$ cat config.mk
export PLATFORM = sky130hd
export DESIGN_NAME = gsg_global_status
export DESIGN_NICKNAME = d
export VERILOG_FILES = /design/src/rtl/gsg_pkg.sv /design/src/rtl/gsg_pin_sync.sv /design/src/rtl/gsg_global_status.sv
export VERILOG_INCLUDE_DIRS = /design/src /design/src/rtl
export SDC_FILE = /design/constraint.sdc
export NUM_CORES = 1
export LEC_CHECK = 0
export ABC_AREA = 1
export BUFFER_PORTS_ARGS = -buffer_cell sky130_fd_sc_hd__buf_2
export CAP_MARGIN = 20
export CORE_MARGIN = 5
export CORE_UTILIZATION = 30
export CTS_CLUSTER_DIAMETER = 150
export CTS_CLUSTER_SIZE = 14
export DETAILED_ROUTE_END_ITERATION = 8
export HOLD_SLACK_MARGIN = 0.15
export PLACE_DENSITY_LB_ADDON = 0.12
export SYNTH_ARGS = -nofsm -noshare
export SYNTH_HDL_FRONTEND = slang
export SYNTH_SLANG_ARGS = --single-unit
$ cat constraint.sdc
create_clock -name clk -period 1.5 [get_ports clk]
set_input_delay 0.3 -clock clk [delete_from_list [all_inputs] [get_ports clk]]
set_output_delay 0.3 -clock clk [all_outputs]
set_load 0.01 [all_outputs]
$ cat src/rtl/gsg_cfg.svh
/*
 * Offsets, field positions and reset values of the global status
 * and pin control block. Assumes 16-bit registers on a 12-bit
 * byte-address microprocessor port.
 */
`ifndef GSG_CFG_SVH
`define GSG_CFG_SVH

// ****************************************************************
// Register offsets
// ****************************************************************
`define GSG_OFS_FSEL    12'h00A
`define GSG_OFS_ISR     12'h010
`define GSG_OFS_ISRIE   12'h012
`define GSG_OFS_SR      12'h014
`define GSG_OFS_SRL     12'h016
`define GSG_OFS_SRIE    12'h018
`define GSG_OFS_PINRD   12'h01C

// ****************************************************************
// Fields and reset values
// ****************************************************************
`define GSG_ISR_GSR     0
`define GSG_ISR_PORT_LO 4
`define GSG_SRL_DONE    0
`define GSG_SRL_UNLOCK  1
`define GSG_SRL_TICK    2
`define GSG_SRL_ADAPTER_REF_CLOCK_PIN    3
`define GSG_SRL_REF8K   4
`define GSG_RST_ISRIE   8'h00
`define GSG_RST_SRIE    3'h0
`define GSG_RST_FSEL    16'h0000
`define GSG_UPD_PIN     2'h1

`endif

$ cat src/rtl/gsg_pkg.sv
/*
 * Types shared by the global status and pin control block.
 * Assumes nothing of its surroundings.
 */
package gsg_pkg;
   // Pin function select codes in order 00, 01, 10, 11
   typedef enum logic [1:0] {
      GSG_FN_INPUT,
      GSG_FN_STATUS,
      GSG_FN_LOW,
      GSG_FN_HIGH
   } gsg_pin_fn_t;
endpackage

$ cat src/rtl/gsg_pin_sync.sv
/*
 * Three-flop input synchroniser with agreement filter.
 * Assumes inputs asynchronous to clk.
 */
`timescale 1ns/100ps
module gsg_pin_sync #(
   parameter int W = 8
) (
   // Clock, reset, enable
   input  wire logic         clk,
   input  wire logic         rst,
   input  wire logic         ce,
   // Asynchronous levels in, filtered levels out
   input  wire logic [W-1:0] din,
   output logic      [W-1:0] dout
);
   logic [W-1:0] s1_q;
   logic [W-1:0] s2_q;
   logic [W-1:0] s3_q;
   wire  [W-1:0] agree = ~(s2_q ^ s3_q);

   // s1_q feeds s2_q only; the level moves once stages two and three agree
   always_ff @(posedge clk) begin
      if (rst) begin
         s1_q <= '0;
         s2_q <= '0;
         s3_q <= '0;
         dout <= '0;
      end else if (ce) begin
         s1_q <= din;
         s2_q <= s1_q;
         s3_q <= s2_q;
         dout <= (s3_q & agree) | (dout & ~agree);
      end
   end
endmodule

$ cat src/rtl/gsg_global_status.sv
/*
 * Global status, interrupt tree and general-purpose pin control.
 * Assumes a 16-bit register port with one-cycle read and write
 * strobes on clk, and per-port summaries from logic on clk.
 */
// How it works
// - Two-bit pin select: input, status out, drive low, drive high.
// - Odd pins carry port A status, even pins port B status.
// - Pin 8 select applies unless update mode is 01; else input.
// - Pin 6 select applies unless error-insert source is set.
// - Pin 4 select applies unless 8 kHz input select is set.
// - Pin 2 select applies unless 8 kHz output select is set.
// - Summary bits 7..4 show any port status bit set.
// - Enabled port summary bit pulls interrupt pin low.
// - Global summary bit is any enabled latched status bit.
// - Enabled global summary bit pulls interrupt pin low.
// - Live bit 1 is high while any adapter PLL is unlocked.
// - Live bit 0 ANDs done bits of globally controlled ports.
// - Latched bit 4 on 8 kHz input activity, when selected.
// - Latched bit 3 on adapter reference clock pin activity.
// - Latched bit 2 set by each one-second tick.
// - Latched bit 1 set on rise of unlock, held until cleared.
// - Latched bit 0 set on rise of live update done.
// - Enables 2..0 gate latched bits; all enables reset to 0.
// - Pin readback register shows present level of pins 8..1.
// - Latched bits clear on write or on read by clear mode.
// - Interrupt pin drives low; idle is float or high by mode.
`timescale 1ns/100ps
`include "gsg_cfg.svh"
module gsg_global_status #(
   parameter int NPORT = 4,
   parameter int NPLL  = 3
) (
   // Clock, reset, enable
   input  wire logic             clk,
   input  wire logic             rst,
   input  wire logic             ce,
   // Register port
   input  wire logic [11:0]      addr,
   input  wire logic             wr_en,
   input  wire logic             rd_en,
   input  wire logic [15:0]      wdata,
   output logic      [15:0]      rdata,
   // Global control bits
   input  wire logic [1:0]       global_update_mode,
   input  wire logic             error_insert_source,
   input  wire logic             ref8k_input_sel,
   input  wire logic             ref8k_output_sel,
   input  wire logic             latched_clear_mode,
   input  wire logic             irq_pin_mode,
   // Port and timing sources
   input  wire logic [NPORT-1:0] port_irq_any,
   input  wire logic [NPORT-1:0] port_status_sel_a,
   input  wire logic [NPORT-1:0] port_status_sel_b,
   input  wire logic [NPORT-1:0] port_update_mode,
   input  wire logic [NPORT-1:0] port_update_done,
   input  wire logic [NPLL-1:0]  adapter_pll_locked,
   input  wire logic             second_tick,
   input  wire logic             ref8k_out,
   // Pins
   input  wire logic [7:0]       gpio_in,
   output logic      [7:0]       gpio_out,
   output logic      [7:0]       gpio_oe,
   input  wire logic             adapter_ref_clock_pin,
   output logic                  irq_n_out,
   output logic                  irq_n_oe,
   // Pin functions handed to other blocks
   output logic                  ext_update_trigger,
   output logic                  ext_error_insert,
   output logic                  ref8k_in
);
   import gsg_pkg::*;

   // ****************************************************************
   // State
   // ****************************************************************
   logic [7:0]  isrie_q;
   logic [2:0]  srie_q;
   logic [15:0] fsel_q;
   logic [4:0]  lat_q;
   logic        unlock_q;
   logic        done_q;
   logic        ref8k_prev_q;
   logic        adapter_ref_clock_pin_prev_q;
   logic [7:0]  pin_lvl;
   logic        adapter_ref_clock_pin_lvl;

   // ****************************************************************
   // Pin synchronisers
   // ****************************************************************
   gsg_pin_sync #(.W(9)) u_sync (
      .clk  (clk),
      .rst  (rst),
      .ce   (ce),
      .din  ({adapter_ref_clock_pin, gpio_in}),
      .dout ({adapter_ref_clock_pin_lvl, pin_lvl})
   );

   // ****************************************************************
   // Pin function decode
   // ****************************************************************
   wire       upd_pin  = (global_update_mode == `GSG_UPD_PIN);
   wire [7:0] ovr_in   = {upd_pin, 1'b0, error_insert_source, 1'b0,
                          ref8k_input_sel, 3'b000};
   wire [7:0] stat_sig;
   wire [7:0] pin_oe_d;
   wire [7:0] pin_out_d;

   function automatic logic fn_drive(input logic [1:0] sel,
                                     input logic       stat);
      unique case (gsg_pin_fn_t'(sel))
         GSG_FN_INPUT:  fn_drive = 1'b0;
         GSG_FN_STATUS: fn_drive = stat;
         GSG_FN_LOW:    fn_drive = 1'b0;
         GSG_FN_HIGH:   fn_drive = 1'b1;
      endcase
   endfunction

   for (genvar i = 0; i < 8; i++) begin : g_pin
      // Even index is an odd-numbered pin: port A; odd index: port B
      if (i % 2 == 0) begin : g_a
         assign stat_sig[i] = port_status_sel_a[i/2];
      end else begin : g_b
         assign stat_sig[i] = port_status_sel_b[i/2];
      end
      wire [1:0] sel = fsel_q[2*i+1:2*i];
      wire       use_ref = (i == 1) && ref8k_output_sel;
      assign pin_oe_d[i] = use_ref ||
         (!ovr_in[i] && sel != 2'(GSG_FN_INPUT));
      assign pin_out_d[i] = use_ref ? ref8k_out :
         (ovr_in[i] ? 1'b0 : fn_drive(sel, stat_sig[i]));
   end

   // ****************************************************************
   // Live status and latched events
   // ****************************************************************
   wire unlock_d = ~&adapter_pll_locked;
   wire done_d   = (|port_update_mode) &&
                   (&(port_update_done | ~port_update_mode));
   wire ref8k_mon = ref8k_input_sel ? pin_lvl[3] : 1'b0;

   wire [4:0] lat_set;
   // Previous level tracks the pad even while unmonitored, so turning
   // the input select on with the pad high is not taken as activity
   assign lat_set[`GSG_SRL_REF8K]  = ref8k_input_sel &&
                                     (pin_lvl[3] != ref8k_prev_q);
   assign lat_set[`GSG_SRL_ADAPTER_REF_CLOCK_PIN]   = adapter_ref_clock_pin_lvl != adapter_ref_clock_pin_prev_q;
   assign lat_set[`GSG_SRL_TICK]   = second_tick;
   assign lat_set[`GSG_SRL_UNLOCK] = unlock_d && !unlock_q;
   assign lat_set[`GSG_SRL_DONE]   = done_d && !done_q;

   wire hit_srl = (addr == `GSG_OFS_SRL);
   wire [4:0] lat_clr =
      (wr_en && hit_srl && !latched_clear_mode) ? wdata[4:0] :
      (rd_en && hit_srl && latched_clear_mode) ? 5'h1F : 5'h00;
   // An event in the clearing cycle survives: set is ORed after clear
   wire [4:0] lat_d = (lat_q & ~lat_clr) | lat_set;

   // ****************************************************************
   // Interrupt tree
   // ****************************************************************
   wire global_status_summary = |(lat_q[2:0] & srie_q);
   wire [3:0] port_sum = port_irq_any[3:0];
   wire irq_act = |(port_sum & isrie_q[7:4]) ||
                  (global_status_summary && isrie_q[`GSG_ISR_GSR]);

   // ****************************************************************
   // Register port
   // ****************************************************************
   wire [15:0] isr_val = {8'h00, port_sum, 3'b000, global_status_summary};
   wire [15:0] rd_mux =
      (addr == `GSG_OFS_FSEL)  ? fsel_q :
      (addr == `GSG_OFS_ISR)   ? isr_val :
      (addr == `GSG_OFS_ISRIE) ? {8'h00, isrie_q} :
      (addr == `GSG_OFS_SR)    ? {14'h0000, unlock_q, done_q} :
      (addr == `GSG_OFS_SRL)   ? {11'h000, lat_q} :
      (addr == `GSG_OFS_SRIE)  ? {13'h0000, srie_q} :
      (addr == `GSG_OFS_PINRD) ? {8'h00, pin_lvl} : 16'h0000;

   always_ff @(posedge clk) begin
      if (rst) begin
         isrie_q <= `GSG_RST_ISRIE;
         srie_q  <= `GSG_RST_SRIE;
         fsel_q  <= `GSG_RST_FSEL;
      end else if (ce && wr_en) begin
         if (addr == `GSG_OFS_ISRIE)
            isrie_q <= wdata[7:0] & 8'hF1;
         if (addr == `GSG_OFS_SRIE)
            srie_q <= wdata[2:0];
         if (addr == `GSG_OFS_FSEL)
            fsel_q <= wdata;
      end
   end

   always_ff @(posedge clk) begin
      if (rst) begin
         lat_q        <= 5'h00;
         unlock_q     <= 1'b0;
         done_q       <= 1'b0;
         ref8k_prev_q <= 1'b0;
         adapter_ref_clock_pin_prev_q  <= 1'b0;
         rdata        <= 16'h0000;
      end else if (ce) begin
         lat_q        <= lat_d;
         unlock_q     <= unlock_d;
         done_q       <= done_d;
         ref8k_prev_q <= pin_lvl[3];
         adapter_ref_clock_pin_prev_q  <= adapter_ref_clock_pin_lvl;
         if (rd_en)
            rdata <= rd_mux;
      end
   end

   // ****************************************************************
   // Pin and interrupt outputs
   // ****************************************************************
   always_ff @(posedge clk) begin
      if (rst) begin
         gpio_out           <= 8'h00;
         gpio_oe            <= 8'h00;
         irq_n_out          <= 1'b1;
         irq_n_oe           <= 1'b0;
         ext_update_trigger <= 1'b0;
         ext_error_insert   <= 1'b0;
         ref8k_in           <= 1'b0;
      end else if (ce) begin
         gpio_out           <= pin_out_d;
         gpio_oe            <= pin_oe_d;
         irq_n_out          <= !irq_act;
         irq_n_oe           <= irq_act || irq_pin_mode;
         ext_update_trigger <= upd_pin && pin_lvl[7];
         ext_error_insert   <= error_insert_source && pin_lvl[5];
         // Low when not selected, so ports see no stray reference
         ref8k_in           <= ref8k_mon;
      end
   end
endmodule

==> results by group <==
Detailed routing
  – DRC: 0
  – Vias: approximately 4400
  – Routed WL: 13960 µm
  – Via/cell ratio: 4.595
  – Detail Route Antenna Nets: 0
  – Detailed Routing Iterations Pass 1: 4
  – Initial DRC Count: 265
  – WL/cell: ~14 µm

Synthesis
  – Post-synthesis async set-or-reset flop share: 0%
  – FF+latch count, synth: ~110
  – Net Count, Synth: between 700 and 800
  – Cell with the most instances after synthesis: nand2_1
  – Post-synth cell types: 37
  – Avg Inst Size Synth: 7.449 µm²
  – Syn Std Cell Area: 4678 µm²
  – Top post-synthesis cells by count: nand2_1 (117), dfxtp_1 (106), nor2_1 (85), a21oi_1 (73), inv_1 (59)
  – Yosys warnings: 0
  – EDFF count, synth: 0
  – Synthesized instance count: 628
  – Seq/Total Area, Yosys: 45.36%
  – Cell taking the most area after synthesis: dfxtp_1
  – Synth top area share: 45.36%
  – Synth Flop Type: dfxtp_1
  – Largest cells by area after synthesis: dfxtp_1 (45%), nand2_1 (9.4%), a21oi_1 (7.8%)

GRT
  – First-pass GRT wire length: 22220 µm
  – GRT overflow: 0
  – All-layer global routing usage: 15.49%
  – Vias in the first global route: 4392
  – Largest net degree at the start of global routing: 54
  – Initial antenna violation count: 1

STA
  – Setup TNS: 0 ns
  – Fin crit share: 86.84%
  – Worst slew margin: 70.89%
  – Fin crit period: ~1.3 ns
  – Setup Skew: 0.01087 ns
  – Achievable Freq: between 700 and 800 MHz
  – Final Max Slew Viols: 0
  – Slew @ Worst Pin: around 0.44 ns
  – # setup viols final: 0
  – RSZ-0062 raised after global routing: no
  – Final Hold Viols: 0

Final layout
  – Layout area overhead: 27.25%
  – Design Area, Final: approximately 6000 µm²
  – Multi-input logic area: between 2000 and 2500 µm²
  – Fillers: 1595
  – Final #Nets: 824
  – Storage element area: 2122 µm²
  – Share of post-route cells with drive strength above 1: 26.75%

Floorplan
  – Row count: 45
  – Die Ht: around 130 µm
  – Ports: 111
  – Placeable core area: 15260 µm²
  – Die area: 18190 µm²
  – Initial Utilization: between 30% and 40%
  – Die Width: 134.9 µm

Pwr
  – Worst VDD drop: 0.5808 mV
  – Total power: 0.006051 W
  – Power Dens Cells: 1017 nW/µm²
  – Lkg Pwr: 2.573 nW

Critical path
  – Reg2reg setup slack: ~0.20 ns
  – Critical path data arrival time: roughly 1.6 ns
  – Worst R2R End: irq_n_oe
  – Worst path most repeated cell: inv_1
  – Worst endpoint required time: about 1.8 ns
  – CP Capture Type: register
  – Worst path bufs/invs: 2
  – FF-to-FF Start: srie_q[1]
  – CP max-delay cell: dfxtp_1
  – Critical path startpoint category: register
  – Crit Path Class: reg -> reg
  – CP delay by family, top: compound AO/OA/AOI/OAI gates
  – Crit-path max cell delay: roughly 0.32 ns
  – Max FO, Critical Path: 2
  – Reg2reg path depth: 6
  – Cell Chain, Critical Path: inv_1 -> o211ai_1 -> nand2_1 -> nand4_1 -> o31ai_1 -> inv_1

Place
  – Gpl congestion: 0.8282
  – Placed inst area: roughly 5600 µm²
  – Post-DP HPWL: 10510 µm
  – Number of port buffers: 110

CTS
  – # clock sinks: 106
  – Clock root cell: clkbuf_16
  – Resize count post-CTS: 0
  – Setup Buffers After CTS: 0
  – CTS tree: done
  – CTS buffer count: 9
  – Clock Pin Slew Worst Setup and Hold Paths: about 0.080 ns
  – H-tree depth: 3
  – Skew-Pair Late Insertion Delay: 0.36 ns
  – Max Root-Sink Buffers: 2

Run status
  – Status: finished clean

Hold path
  – Hold Crit Endpoint: u_sync.s1_q[1]
  – Hold Path Class: in -> reg
  – WHS Path Cells: 3
  – Hold path startpoint: gpio_in[1]

Flow run
  – Max-cap violation count: 0
-- cells in the final DEF (no fill, tap or decap), types with 2 or more instances in the layout --
cell type / instances
o21ai_0: 53
dfxtp_1: 106
inv_2: 7
o211ai_1: 9
nor2_1: 85
buf_2: 110
nor2_4: 7
a21oi_1: 73
clkbuf_16: 9
nand3_1: 23
inv_1: 59
nand2_2: 7
o21ai_1: 6
nand2_1: 117
bufinv_16: 2
clkinv_2: 2
nand2_4: 3
nor3_1: 6
clkbuf_8: 2
a211oi_2: 17
buf_12: 3
nand4_1: 2
o22ai_1: 2
o21bai_1: 4
buf_4: 25
-- registers in the layout, indices dropped and copies added, names as in the netlist, 3 cells and up, named ones only --
name and count:
isrie_q 5, gpio_oe 8, u_sync.s2_q 9, gpio_out 8, fsel_q 16, rdata 16, u_sync.s3_q 9, lat_q 5
srie_q 3, u_sync.s1_q 9
-- what timing repair did --
item | in CTS | in global routing
hold endpoints to repair | 1 | 0
endpoints found under the setup margin | 0 | 0
hold buffers | 1 | 0
-- final cells by class --
cell class / count / share of cell area (%)
inverters: 69 / 4.414
flip-flops and latches: 106 / 35.65
well taps: 211 / 4.435
diodes: 1 / 0.04203
multi-input cells: 425 / 36.23
repair buffers: 139 / 13.58
clock inverters: 5 / 1.408
clock buffers: 11 / 4.245
-- report_power, final --
group          total, W  switching, W  leakage, nW  internal, W
Combinational  0.000477      0.000288         1.55     0.000189
Sequential      0.00291     0.0000360        0.861      0.00288
Clock           0.00266       0.00110        0.164      0.00156
Total           0.00605       0.00142         2.57      0.00463
-- how the worst max path moves through the flow --
stage                   start          to  slack (ns)  cells after the start
finish              srie_q[1]    irq_n_oe        0.20                      6
global route        srie_q[1]    irq_n_oe       0.008                      6
CTS                 srie_q[1]    irq_n_oe        0.20                      6
detailed placement    addr[9]  fsel_q[14]       -0.18                      9
global placement      addr[9]  fsel_q[12]       -0.10                      9
floorplan             addr[9]   fsel_q[2]        0.14                      9
-- kinds of logic after synthesis --
| family | count (synthesis) | share of synthesized area [%] |
|---|---|---|
| AOI/OAI and AO/OA | 169 | 21.88 |
| buffers and inverters | 97 | 8.532 |
| DFF | 106 | 45.36 |
| and+or+nand+nor | 256 | 24.23 |
-- tightest hold or removal path, stage by stage --
cell and delay (ns):
buf_2 0.07, nor2_1 0.03, nor2_1 0.08
-- stage by stage --
stage,worst slack [ns],cells,util (%),hold slack (ns)
floorplan,0.1362,628,-,0.4163
global placement,-0.1047,949,36.73,0.4436
detailed placement,-0.1753,949,36.73,0.4510
CTS,0.2027,966,39.00,0.1512
global route,0.007553,967,39.02,0.1686
finish,0.1974,967,39.02,0.1693
-- metal layers --
metal | vias to the layer above | share of wire [%] | GRT usage [%]
li1 | 2303 | - | -
met1 | 2029 | 46 | 20.05
met2 | 95 | 46 | 25.35
met3 | 16 | 5.5 | 3.912
met4 | 0 | 1.7 | 4.977
met5 | - | 0 | 0
Power figures use the tool's default switching activity.
